[config.mk]
export PLATFORM = sky130hd
export DESIGN_NAME = ptcp_timer
export DESIGN_NICKNAME = d
export VERILOG_FILES = /design/src/include/ptcp_pkg.sv /design/src/ptcp_timer.sv
export SDC_FILE = /design/constraint.sdc
export NUM_CORES = 1
export LEC_CHECK = 0
export ABC_AREA = 1
export BUFFER_PORTS_ARGS = -buffer_cell sky130_fd_sc_hd__buf_2
export CAP_MARGIN = 0
export CORE_MARGIN = 3
export CORE_UTILIZATION = 50
export CTS_CLUSTER_DIAMETER = 30
export CTS_CLUSTER_SIZE = 12
export DETAILED_ROUTE_END_ITERATION = 8
export PLACE_DENSITY_LB_ADDON = 0.12
export REMOVE_ABC_BUFFERS = 1
export SYNTH_ARGS = -nofsm -noshare
export SYNTH_HDL_FRONTEND = slang
export SYNTH_SLANG_ARGS = --single-unit
[constraint.sdc]
create_clock -name mclk -period 3.3 [get_ports mclk]
set_input_delay 0.33 -clock mclk [delete_from_list [all_inputs] [get_ports mclk]]
set_output_delay 0.33 -clock mclk [all_outputs]
set_load 0.02 [all_outputs]
[src/include/ptcp_pkg.sv]
// Purpose: constants and types of the 10-bit periodic timer block
// Assumes: byte registers on a plain strobe port
// Notes: register index = byte offset on the local port
package ptcp_pkg;

  // ********************
  // widths and limits
  // ********************
  localparam int CW = 10;
  localparam int AW = 4;
  localparam int DW = 8;
  localparam int DIVW = 8;
  localparam logic [CW-1:0] CNT_MAX = 10'h3FF;
  localparam logic [CW:0] PER_FULL = 11'h400; // period 0 means 1024
  // count clock = mclk / 4 by default
  localparam int MCLK_HZ = 20_000_000;
  localparam int CNT_HZ = 5_000_000;
  localparam logic [DIVW-1:0] DIV_DEF = DIVW'(MCLK_HZ / CNT_HZ);

  // ********************
  // register indices
  // ********************
  localparam logic [AW-1:0] REG_CTRL0 = 4'h0;
  localparam logic [AW-1:0] REG_CTRL1 = 4'h1;
  localparam logic [AW-1:0] REG_CNT_LO = 4'h2;
  localparam logic [AW-1:0] REG_CNT_HI = 4'h3;
  localparam logic [AW-1:0] REG_CMPA_LO = 4'h4;
  localparam logic [AW-1:0] REG_CMPA_HI = 4'h5;
  localparam logic [AW-1:0] REG_PER_LO = 4'h6;
  localparam logic [AW-1:0] REG_PER_HI = 4'h7;
  localparam logic [AW-1:0] REG_FLAGS = 4'h8;

  // ********************
  // field positions
  // ********************
  localparam int RUN_BIT = 3;
  localparam int FLAG_A_BIT = 0;
  localparam int FLAG_P_BIT = 1;
  localparam int HI_W = 2; // implemented bits of a high register

  // ********************
  // modes and actions
  // ********************
  localparam logic [1:0] MODE_CMP = 2'h0;
  localparam logic [1:0] MODE_CAP = 2'h1;
  localparam logic [1:0] MODE_PWM = 2'h2;
  localparam logic [1:0] MODE_TMR = 2'h3;
  // compare mode actions
  localparam logic [1:0] ACT_NONE = 2'h0;
  localparam logic [1:0] ACT_LOW = 2'h1;
  localparam logic [1:0] ACT_HIGH = 2'h2;
  localparam logic [1:0] ACT_TOG = 2'h3;
  // pwm mode actions
  localparam logic [1:0] PACT_INACT = 2'h0;
  localparam logic [1:0] PACT_ACT = 2'h1;
  localparam logic [1:0] PACT_PWM = 2'h2;
  localparam logic [1:0] PACT_ONE = 2'h3;
  // capture edge selects
  localparam logic [1:0] CACT_RISE = 2'h0;
  localparam logic [1:0] CACT_FALL = 2'h1;
  localparam logic [1:0] CACT_BOTH = 2'h2;

  // ********************
  // types
  // ********************
  typedef struct packed {
    logic [AW-1:0] addr;
    logic [DW-1:0] wdata;
    logic wr;
    logic rd;
  } ptcp_req_t;

  typedef struct packed {
    logic [1:0] mode;
    logic [1:0] action;
    logic init_lvl;
    logic invert;
    logic cap_src;
    logic clr_src;
  } ptcp_ctrl1_t;

  typedef struct packed {
    logic [DIVW-1:0] div;
    logic run;
    logic run_prev;
    logic [DW-1:0] ctrl1;
    logic [CW-1:0] cnt;
    logic [CW-1:0] cmpa;
    logic [CW-1:0] per;
    logic flag_a;
    logic flag_p;
    logic out_lvl;
    logic pin;
    logic oe_n;
    logic [2:0] cap_prev;
    logic [DW-1:0] rdata;
  } ptcp_state_t;

  localparam ptcp_state_t ST_RST = '{oe_n: 1'b1, default: '0};

endpackage : ptcp_pkg

[src/ptcp_timer.sv]
// Purpose: 10-bit count-up periodic timer, compare, pwm and capture
// Assumes: inputs synchronous to mclk, one clock domain
// Notes: count clock is a divided enable of mclk
`timescale 1ns/1ns

// How it works
// - compare mode, initial level bit sets pin before any A match.
// - pwm mode, initial level bit picks active high or active low.
// - single pulse, initial level bit sets pin when run goes high.
// - invert bit flips the pin; no effect in timer/counter mode.
// - capture trigger from timer pins at 0, external pin at 1.
// - clear select 1 clears on A match; 0 on P match or overflow.
// - clear select ignored in pwm, single pulse and capture modes.
// - counter readable only, low byte and two high bits.
// - upper six bits of every high register read as zero.
// - mode 00 is compare output; counter cleared by overflow, A or P.
// - compare mode with clear select 0 raises both A and P flags.
// - compare mode with clear select 1 never raises the P flag.
// - compare A zero overflows at 3FF and raises no A flag.
// - compare mode pin changes only on A flag, never on P.
// - A match drives pin high, low, toggles, or leaves it.
// - run rising edge reloads the pin with the initial level.
// - mode 11 acts like compare mode but leaves the pin undriven.
// - mode 10 is pwm; period clears counter, A sets duty.
// - pwm mode raises separate A and P flags on matches.
// - pwm action enables waveform or forces inactive or active level.
// - pwm period zero means 1024; duty at or above period is 100%.
// - run rising clears counter; run falling stops and keeps count.
module ptcp_timer
  import ptcp_pkg::*;
#(
  parameter logic [DIVW-1:0] DIV = DIV_DEF
) (
  input wire logic mclk,
  input wire logic rst_n,
  input wire ptcp_req_t reg_req,
  output logic [DW-1:0] reg_rdata,
  input wire logic timer_pin_first,
  input wire logic timer_pin_second,
  input wire logic ext_count_pin,
  output logic timer_out,
  output logic timer_out_oe_n,
  output logic match_a_flag,
  output logic match_p_flag
);

  // ********************
  // reset release
  // ********************
  logic [1:0] rst_sync_ff;
  logic rst_q_n;

  // async assert, two-flop release so no flop leaves reset mid-edge
  always_ff @(posedge mclk or negedge rst_n) begin
    if (!rst_n) begin
      rst_sync_ff <= 2'h0;
    end else begin
      rst_sync_ff <= {rst_sync_ff[0], 1'b1};
    end
  end
  assign rst_q_n = rst_sync_ff[1];

  // ********************
  // state
  // ********************
  ptcp_state_t st_ff;
  ptcp_state_t nxt_st;
  ptcp_ctrl1_t c1;
  logic tick;
  logic run_rise;
  logic ev_a;
  logic ev_p;
  logic a_hit;
  logic p_hit;
  logic cap_ev;
  logic pwm_act;
  logic lvl;
  logic edge_r;
  logic edge_f;
  logic [2:0] cap_now;
  logic [2:0] rise_v;
  logic [2:0] fall_v;
  logic [CW-1:0] cnt_inc;
  logic [CW:0] per_eff;

  assign c1 = ptcp_ctrl1_t'(st_ff.ctrl1);
  assign cap_now = {ext_count_pin, timer_pin_second, timer_pin_first};

  // ********************
  // next state
  // ********************
  // one process computes the whole next state
  always_comb begin
    nxt_st = st_ff;
    tick = 1'b0;
    ev_a = 1'b0;
    ev_p = 1'b0;
    lvl = 1'b0;
    run_rise = st_ff.run & ~st_ff.run_prev;
    cnt_inc = st_ff.cnt + 1'b1; // wraps 3FF to 0: overflow
    // zero compare values never match, counter just wraps
    a_hit = (st_ff.cmpa == cnt_inc) && (st_ff.cmpa != '0);
    p_hit = (st_ff.per == cnt_inc) && (st_ff.per != '0);
    per_eff = (st_ff.per == '0) ? PER_FULL : {1'b0, st_ff.per};

    // count clock divider
    if (st_ff.div >= DIV - 1'b1) begin
      nxt_st.div = '0;
      tick = 1'b1;
    end else begin
      nxt_st.div = st_ff.div + 1'b1;
    end
    nxt_st.run_prev = st_ff.run;

    // counter: cleared on run rise, frozen while run is low
    if (run_rise) begin
      nxt_st.cnt = '0;
      nxt_st.out_lvl = c1.init_lvl;
    end else if (st_ff.run && tick) begin
      nxt_st.cnt = cnt_inc;
      case (c1.mode)
        MODE_CMP, MODE_TMR: begin
          if (c1.clr_src) begin
            ev_a = a_hit;
            if (a_hit) begin
              nxt_st.cnt = '0;
            end
          end else begin
            ev_a = a_hit;
            ev_p = p_hit;
            if (p_hit) begin
              nxt_st.cnt = '0;
            end
          end
        end
        MODE_PWM: begin
          ev_a = a_hit;
          ev_p = p_hit;
          if (p_hit) begin
            nxt_st.cnt = '0;
          end
          // single pulse ends on an A match by dropping run
          if (c1.action == PACT_ONE && a_hit) begin
            nxt_st.run = 1'b0;
          end
        end
        default: begin // capture: period limits the count
          ev_p = p_hit;
          if (p_hit) begin
            nxt_st.cnt = '0;
          end
        end
      endcase
    end

    // capture trigger edges, sampled every mclk
    nxt_st.cap_prev = cap_now;
    rise_v = cap_now & ~st_ff.cap_prev;
    fall_v = ~cap_now & st_ff.cap_prev;
    edge_r = c1.cap_src ? rise_v[2] : |rise_v[1:0];
    edge_f = c1.cap_src ? fall_v[2] : |fall_v[1:0];
    cap_ev = st_ff.run && (c1.mode == MODE_CAP) &&
      (((c1.action == CACT_RISE) && edge_r) ||
       ((c1.action == CACT_FALL) && edge_f) ||
       ((c1.action == CACT_BOTH) && (edge_r || edge_f)));
    if (cap_ev) begin
      nxt_st.cmpa = st_ff.cnt;
      ev_a = 1'b1;
    end

    // compare mode: only the A event moves the output level
    if (c1.mode == MODE_CMP && ev_a && !run_rise) begin
      case (c1.action)
        ACT_LOW: nxt_st.out_lvl = 1'b0;
        ACT_HIGH: nxt_st.out_lvl = 1'b1;
        ACT_TOG: nxt_st.out_lvl = ~st_ff.out_lvl;
        default: nxt_st.out_lvl = st_ff.out_lvl;
      endcase
    end

    // register writes; hardware flag set still wins below
    if (reg_req.wr) begin
      if (reg_req.addr == REG_CTRL0) begin
        nxt_st.run = reg_req.wdata[RUN_BIT];
      end else if (reg_req.addr == REG_CTRL1) begin
        nxt_st.ctrl1 = reg_req.wdata;
      end else if (reg_req.addr == REG_CMPA_LO) begin
        nxt_st.cmpa[DW-1:0] = reg_req.wdata;
      end else if (reg_req.addr == REG_CMPA_HI) begin
        nxt_st.cmpa[CW-1:DW] = reg_req.wdata[HI_W-1:0];
      end else if (reg_req.addr == REG_PER_LO) begin
        nxt_st.per[DW-1:0] = reg_req.wdata;
      end else if (reg_req.addr == REG_PER_HI) begin
        nxt_st.per[CW-1:DW] = reg_req.wdata[HI_W-1:0];
      end else if (reg_req.addr == REG_FLAGS) begin
        // write one to clear
        if (reg_req.wdata[FLAG_A_BIT]) begin
          nxt_st.flag_a = 1'b0;
        end
        if (reg_req.wdata[FLAG_P_BIT]) begin
          nxt_st.flag_p = 1'b0;
        end
      end
    end
    // sticky flags, set beats a same-cycle clear
    if (ev_a) begin
      nxt_st.flag_a = 1'b1;
    end
    if (ev_p) begin
      nxt_st.flag_p = 1'b1;
    end

    // read data lives for exactly one cycle; unmapped reads zero
    nxt_st.rdata = '0;
    if (reg_req.rd) begin
      if (reg_req.addr == REG_CTRL0) begin
        nxt_st.rdata[RUN_BIT] = st_ff.run;
      end else if (reg_req.addr == REG_CTRL1) begin
        nxt_st.rdata = st_ff.ctrl1;
      end else if (reg_req.addr == REG_CNT_LO) begin
        nxt_st.rdata = st_ff.cnt[DW-1:0];
      end else if (reg_req.addr == REG_CNT_HI) begin
        nxt_st.rdata[HI_W-1:0] = st_ff.cnt[CW-1:DW];
      end else if (reg_req.addr == REG_CMPA_LO) begin
        nxt_st.rdata = st_ff.cmpa[DW-1:0];
      end else if (reg_req.addr == REG_CMPA_HI) begin
        nxt_st.rdata[HI_W-1:0] = st_ff.cmpa[CW-1:DW];
      end else if (reg_req.addr == REG_PER_LO) begin
        nxt_st.rdata = st_ff.per[DW-1:0];
      end else if (reg_req.addr == REG_PER_HI) begin
        nxt_st.rdata[HI_W-1:0] = st_ff.per[CW-1:DW];
      end else if (reg_req.addr == REG_FLAGS) begin
        nxt_st.rdata[FLAG_A_BIT] = st_ff.flag_a;
        nxt_st.rdata[FLAG_P_BIT] = st_ff.flag_p;
      end
    end

    // pin: duty compare against the next count, so edges are on time
    pwm_act = ({1'b0, nxt_st.cnt} < {1'b0, st_ff.cmpa}) ||
      ({1'b0, st_ff.cmpa} >= per_eff);
    nxt_st.oe_n = 1'b0;
    case (c1.mode)
      MODE_CMP: lvl = nxt_st.out_lvl;
      MODE_PWM: begin
        case (c1.action)
          PACT_INACT: lvl = ~c1.init_lvl;
          PACT_ACT: lvl = c1.init_lvl;
          PACT_PWM: lvl = pwm_act ? c1.init_lvl : ~c1.init_lvl;
          default: lvl = nxt_st.run ? c1.init_lvl : ~c1.init_lvl;
        endcase
      end
      default: nxt_st.oe_n = 1'b1; // timer and capture: no drive
    endcase
    // invert only where the pin is driven
    nxt_st.pin = nxt_st.oe_n ? 1'b0 : (lvl ^ c1.invert);
  end

  // ********************
  // state register
  // ********************
  always_ff @(posedge mclk or negedge rst_q_n) begin
    if (!rst_q_n) begin
      st_ff <= ST_RST;
    end else begin
      st_ff <= nxt_st;
    end
  end

  assign reg_rdata = st_ff.rdata;
  assign timer_out = st_ff.pin;
  assign timer_out_oe_n = st_ff.oe_n;
  assign match_a_flag = st_ff.flag_a;
  assign match_p_flag = st_ff.flag_p;
endmodule : ptcp_timer

* Yosys cells after proc, flatten, opt, wreduce, memory -nomap -nowiden
Cells that the tools add are included.
** Cells by class
- Add/sub/neg operators :: 2
- Multipliers :: 0
- Divide/modulo/power cells :: 0
- Magnitude comparators :: 3
- Equal/unequal tests :: 28
- Shift-type cells :: 0
- Mux-type cells :: 68
- Bitwise logic cells :: 14
- Reduce and logical (&&, ||, !) cells :: 38
** Operator list (count)
- 2-to-1 mux 10 bit :: 7
- 2-to-1 mux 22 bit :: 3
- 2-to-1 mux 8 bit :: 7
- 2-to-1 mux 1 bit :: 28
- 2-to-1 mux 12 bit :: 2
- 2-to-1 mux 2 bit :: 12
- inequality test 2 bit, second input constant :: 12
- equality test 10 bit :: 2
- nonzero test 10 bit :: 2
- 2-to-1 mux 6 bit :: 3
- AND reduction 9 bit :: 2
- equality test 4 x 3 -> 1 bit, second input constant :: 4
- nonzero test 2 bit :: 6
- >= comparator 10 x 11 -> 1 bit :: 1
- logical AND 1 bit :: 11
- 2-to-1 mux 11 bit :: 1
- adder 10 x 1 -> 10 bit, second input constant :: 1
- logical NOT 10 bit :: 1
- < comparator 10 bit :: 1
- adder 8 x 1 -> 8 bit, second input constant :: 1
- equality test 2 bit, second input constant :: 4
- equality test 4 x 2 -> 1 bit, second input constant :: 2
- >= comparator 8 x 2 -> 1 bit, second input constant :: 1
- inverter 1 bit :: 8
- 20 further kinds :: 31
** Word-level totals
- Flip-flop bits (word level) :: 66
- Bits in latches :: 0
- Bits in writable memories :: 0
- ROM bits :: 0
- Input port bits :: 19
- Output and inout port bits :: 12
- Word-level logic and storage cells :: 169
- Memories kept :: 0

* Logic depth before layout (Yosys ltp)
- Depth in word-level cells :: 15
- Mapped depth :: 29
- Depth with buffers taken out :: 29

* Worst setup path after synthesis
OpenSTA, ideal clock, no wires.
- Path kind :: register to register
- Start point :: register st_ff[37] (netlist name)
- End point :: register st_ff, in the netlist timer_out
- Arrival time :: 3.408 ns
- Required time :: 3.182 ns
- Slack :: -0.226 ns
- Stages on the path, launching flop included :: 27
- Path buffers :: 0
- Cells stage by stage :: dfrtp_1 > ha_1 > nand2_1 > inv_2 > nor2_1 > xor2_1 > nor2_1 > nand3_1 > nor3_2 > nand3_2 > o21ai_0 > a21boi_1 > a21oi_1 > a211oi_1 > ha_1 > a21oi_1 > nor2_1 > a2111oi_0 > nand2_1 > nand2_2 > nand2_1 > nand2_1 > nand3_1 > nand2_1 > nand2_1 > nand2_1 > nor2_2
** RTL lines
- from (decl) :: line ptcp_timer.sv:66 : ptcp_state_t st_ff;
- from (signal assigned) :: line ptcp_timer.sv:265 : st_ff <= nxt_st;

==> metrics.csv <==
stage,metric,value,unit
run_status,status,"complete, but fails checks",
run_status,violated checks,setup timing,
worst_setup_path,kind of critical path,flip-flop to flip-flop,
logic_synthesis,top_reg_cell synth,dfrtp_1,
clock_tree,Max Buffers Root-to-Sink,2,
timing,Slew headroom,0.599,
route,DR top layer,met4,
worst_setup_path,critical path launch point type,flip-flop,
finish,Final Util,0.731,
timing,clock skew,0.0139,ns
timing,worst slew pin tran,0.602,ns
timing,Tcrit/Tclk final,1.13,
global_routing,GR Util All Layers,0.308,
worst_setup_path,Crit-path slowest cell,dfrtp_1,
clock_tree,cts bufs inserted,9,
timing,min Tclk post-route,3.71,ns
flow_run,max cap viols,0,
global_routing,first-pass GRT wire length,23.0,mm
timing,fin. max-slew vios,0,
route,drt via density,5.70,
finish,Area Growth Syn to Fin,37.3,%
worst_setup_path,Crit path top cell by count,nand2_2,
floorplanning,starting density of the core,0.532,
route,met3 wire length,1.32,mm
clock_tree,Clock Root Buffer,clkbuf_8,
logic_synthesis,sequential fraction of the synthesis area,0.390,
finish,final net count,753,
floorplanning,die area,9620,sq um
worst_setup_path,CP Data Required Time,3.54,ns
clock_tree,CTS tree,yes,
route,Final ANT Viol Nets,0,
global_routing,total grt overflow,0,
route,TritonRoute pass-1 iters,5,
route,Wirelength per Cell,18.0,um
finish,layout cells sized above 1,0.345,
worst_setup_path,CP peak stage delay,0.44,ns
logic_synthesis,Synth Area per Inst,7.49,sq um
clock_tree,Sink Count,66,
power_and_ir_drop,Worst VDD drop,0.000490,V
logic_synthesis,"EDFF count, synth",0,
floorplanning,Top Ports,31,
place,# port buffers,30,
clock_tree,worst skew pair latency,0.35,ns
route,via count,4651,
logic_synthesis,Syn Inst Count,566,
route,initial drt markers,412,
timing,final hold violations,0,
logic_synthesis,"FFs w/ async S/R, synth",1.00,
place,DP HPWL,11.1,mm
timing,setup slack after layout,-0.414,ns
power_and_ir_drop,PD cells,667,nW/um^2
worst_setup_path,CP endpoint kind,flip-flop,
worst_setup_path,Max Fanout on Critical Path,7,
floorplanning,die height,98.1,um
clock_tree,clock-pin slew on the worst setup and hold paths,0.08,ns
clock_tree,H-tree levels,3,
floorplanning,Die X-Extent,98.1,um
timing,maximum clock rate,269,MHz
floorplanning,core area,7970,sq um
logic_synthesis,Netlist Area Pre-Place,4240,sq um
route,routed wire length,14.7,mm
logic_synthesis,yosys warns,0,
route,DR DRC count,0,
route,met2 wire length,6.80,mm
timing,post-route setup TNS,-0.414,ns
timing,"Setup violations, final",1,
finish,Antenna Cells,0,
global_routing,largest net degree at the start of global routing,44,
logic_synthesis,#FFs+latches synth,66,
power_and_ir_drop,Static Leak,3.06,nW
place,Final GP Congestion,0.993,
timing,RSZ-0062 raised after global routing,true,
worst_hold_path,hold crit path type,input port to flip-flop,
worst_setup_path,Critical Path AT,3.95,ns
global_routing,initial antenna violation count,0,
floorplanning,Rows,32,
route,Met1 Routed Length,5.98,mm
global_routing,vias in the first global route,4547,
logic_synthesis,synth unique cells,48,
## logic make-up (layout without fill, tap and decap cells)
group | count (synthesis) | after routing | synth area share
buf+inv | 97 | 240 | 0.0941
fa+ha+maj | 25 | 25 | 0.0737
other cells | 2 | 7 | 0.00177
xor+xnor | 3 | 3 | 0.00620
simple gates | 264 | 264 | 0.279
flops | 66 | 66 | 0.390
compound gates | 109 | 109 | 0.156
## placed cells by master (no fill, tap or decap), types with 3 or more instances in the layout
cell type,netlist,layout
inv_1,76,73
nor2_1,59,55
nor3_1,4,4
nand4_1,10,10
nand3_1,46,32
a21oi_1,27,21
o21ai_1,2,3
ha_1,25,23
clkbuf_8,0,10
buf_2,1,30
o211ai_1,4,4
dfrtp_1,65,63
a21oi_2,0,6
nor2_2,4,4
o21ai_0,38,36
buf_6,0,8
nand2_2,10,26
conb_1,2,7
nand3_2,1,14
buf_4,9,106
o22ai_1,19,19
nand2_4,2,8
a221oi_1,3,3
inv_2,2,3
nand2_1,121,99
nor2_4,1,5
## metrics by stage
step | hold slack [ns] | power [mW] | area (sq um) | instances | worst slack [ns]
5_1_grt | 0.0946 | 4.13 | 5820 | 816 | -0.642
6_report | 0.104 | 3.89 | 5820 | 816 | -0.414
3_5_place_dp | 0.117 | 2.86 | 5170 | 783 | -0.761
2_1_floorplan | 0.0344 | 2.03 | 4160 | 553 | -0.283
4_1_cts | 0.0928 | 3.66 | 5560 | 809 | -0.430
3_3_place_gp | 0.115 | 2.82 | 5170 | 783 | -0.624
## cell usage after synthesis (all sizes together) (2+ instances only)
cell type | number | share of area
xor2 | 2 | 0.0041
o211ai | 5 | 0.010
nor3 | 5 | 0.0071
nor2 | 65 | 0.065
a21boi | 3 | 0.0053
nand2 | 133 | 0.13
a221oi | 3 | 0.0062
inv | 78 | 0.069
nand4 | 11 | 0.018
conb | 2 | 0.0018
buf | 10 | 0.017
o21bai | 2 | 0.0062
o22ai | 19 | 0.028
a21oi | 27 | 0.032
o21ai | 41 | 0.049
clkbuf | 8 | 0.0071
dfrtp | 65 | 0.38
a211oi | 2 | 0.0035
ha | 25 | 0.074
nand3 | 47 | 0.057
## sequential cells by signal, summed over array words and instances (netlist names), 2 cells and up
| register | cells |
|---|---|
| c1 | 8 |
| reg_rdata | 8 |
| rst_sync_ff | 2 |
| st_ff | 43 |
## per-layer routing
metal | global-route usage | vias up
met5 | 0 | -
met4 | 0.148 | 0
met3 | 0.0557 | 46
met2 | 0.485 | 260
met1 | 0.409 | 2192
li1 | - | 2153
## worst max-delay path: cells and delay by family (launching register included)
family | cells | cell delay (ns)
adder cells (fa/ha/maj) | 1 | 0.32
flip-flops | 1 | 0.44
AND/OR/NAND/NOR | 19 | 1.55
AO/OA/AOI/OAI | 6 | 0.99
buffers and inverters | 2 | 0.28
## what timing repair did
item | in CTS | in global routing
pin swaps | 15 | 39
endpoints found under the hold margin | 2 | 0
gates resized for setup | 26 | 58
setup buffers | 9 | 9
setup endpoints to repair | 1 | 1
hold buffers | 1 | 0
## final cells by class
class / instances / area (sq um)
Sequential cell: 66 / 1660
Tap cell: 102 / 128
Inverter: 79 / 304
Clock inverter: 6 / 65.1
Multi-Input combinational cell: 408 / 2490
Timing Repair Buffer: 145 / 1050
Fill cell: 624 / 2140
Clock buffer: 10 / 138
## final timing paths
check / from / slack [ns] / cells after the start / end
hold reg to reg: rst_sync_ff[1] / 0.23 / 0 / reg_rdata[6]
setup / recovery: st_ff[37] / -0.41 / 28 / timer_out
setup reg to reg: st_ff[37] / -0.41 / 28 / timer_out
min in group asynchronous: rst_sync_ff[1] / 0.23 / 0 / reg_rdata[6]
hold / removal: ext_count_pin / 0.10 / 1 / st_ff[10]
max in group asynchronous: rst_sync_ff[1] / 2.05 / 1 / st_ff[38]
## power by group
group,switching [mW],leakage (nW),internal [mW]
logic,1.13,2.12,0.905
registers,0.151,0.831,0.981
clock network,0.350,0.103,0.371
Note: power is estimated with default switching activity, not from simulation.
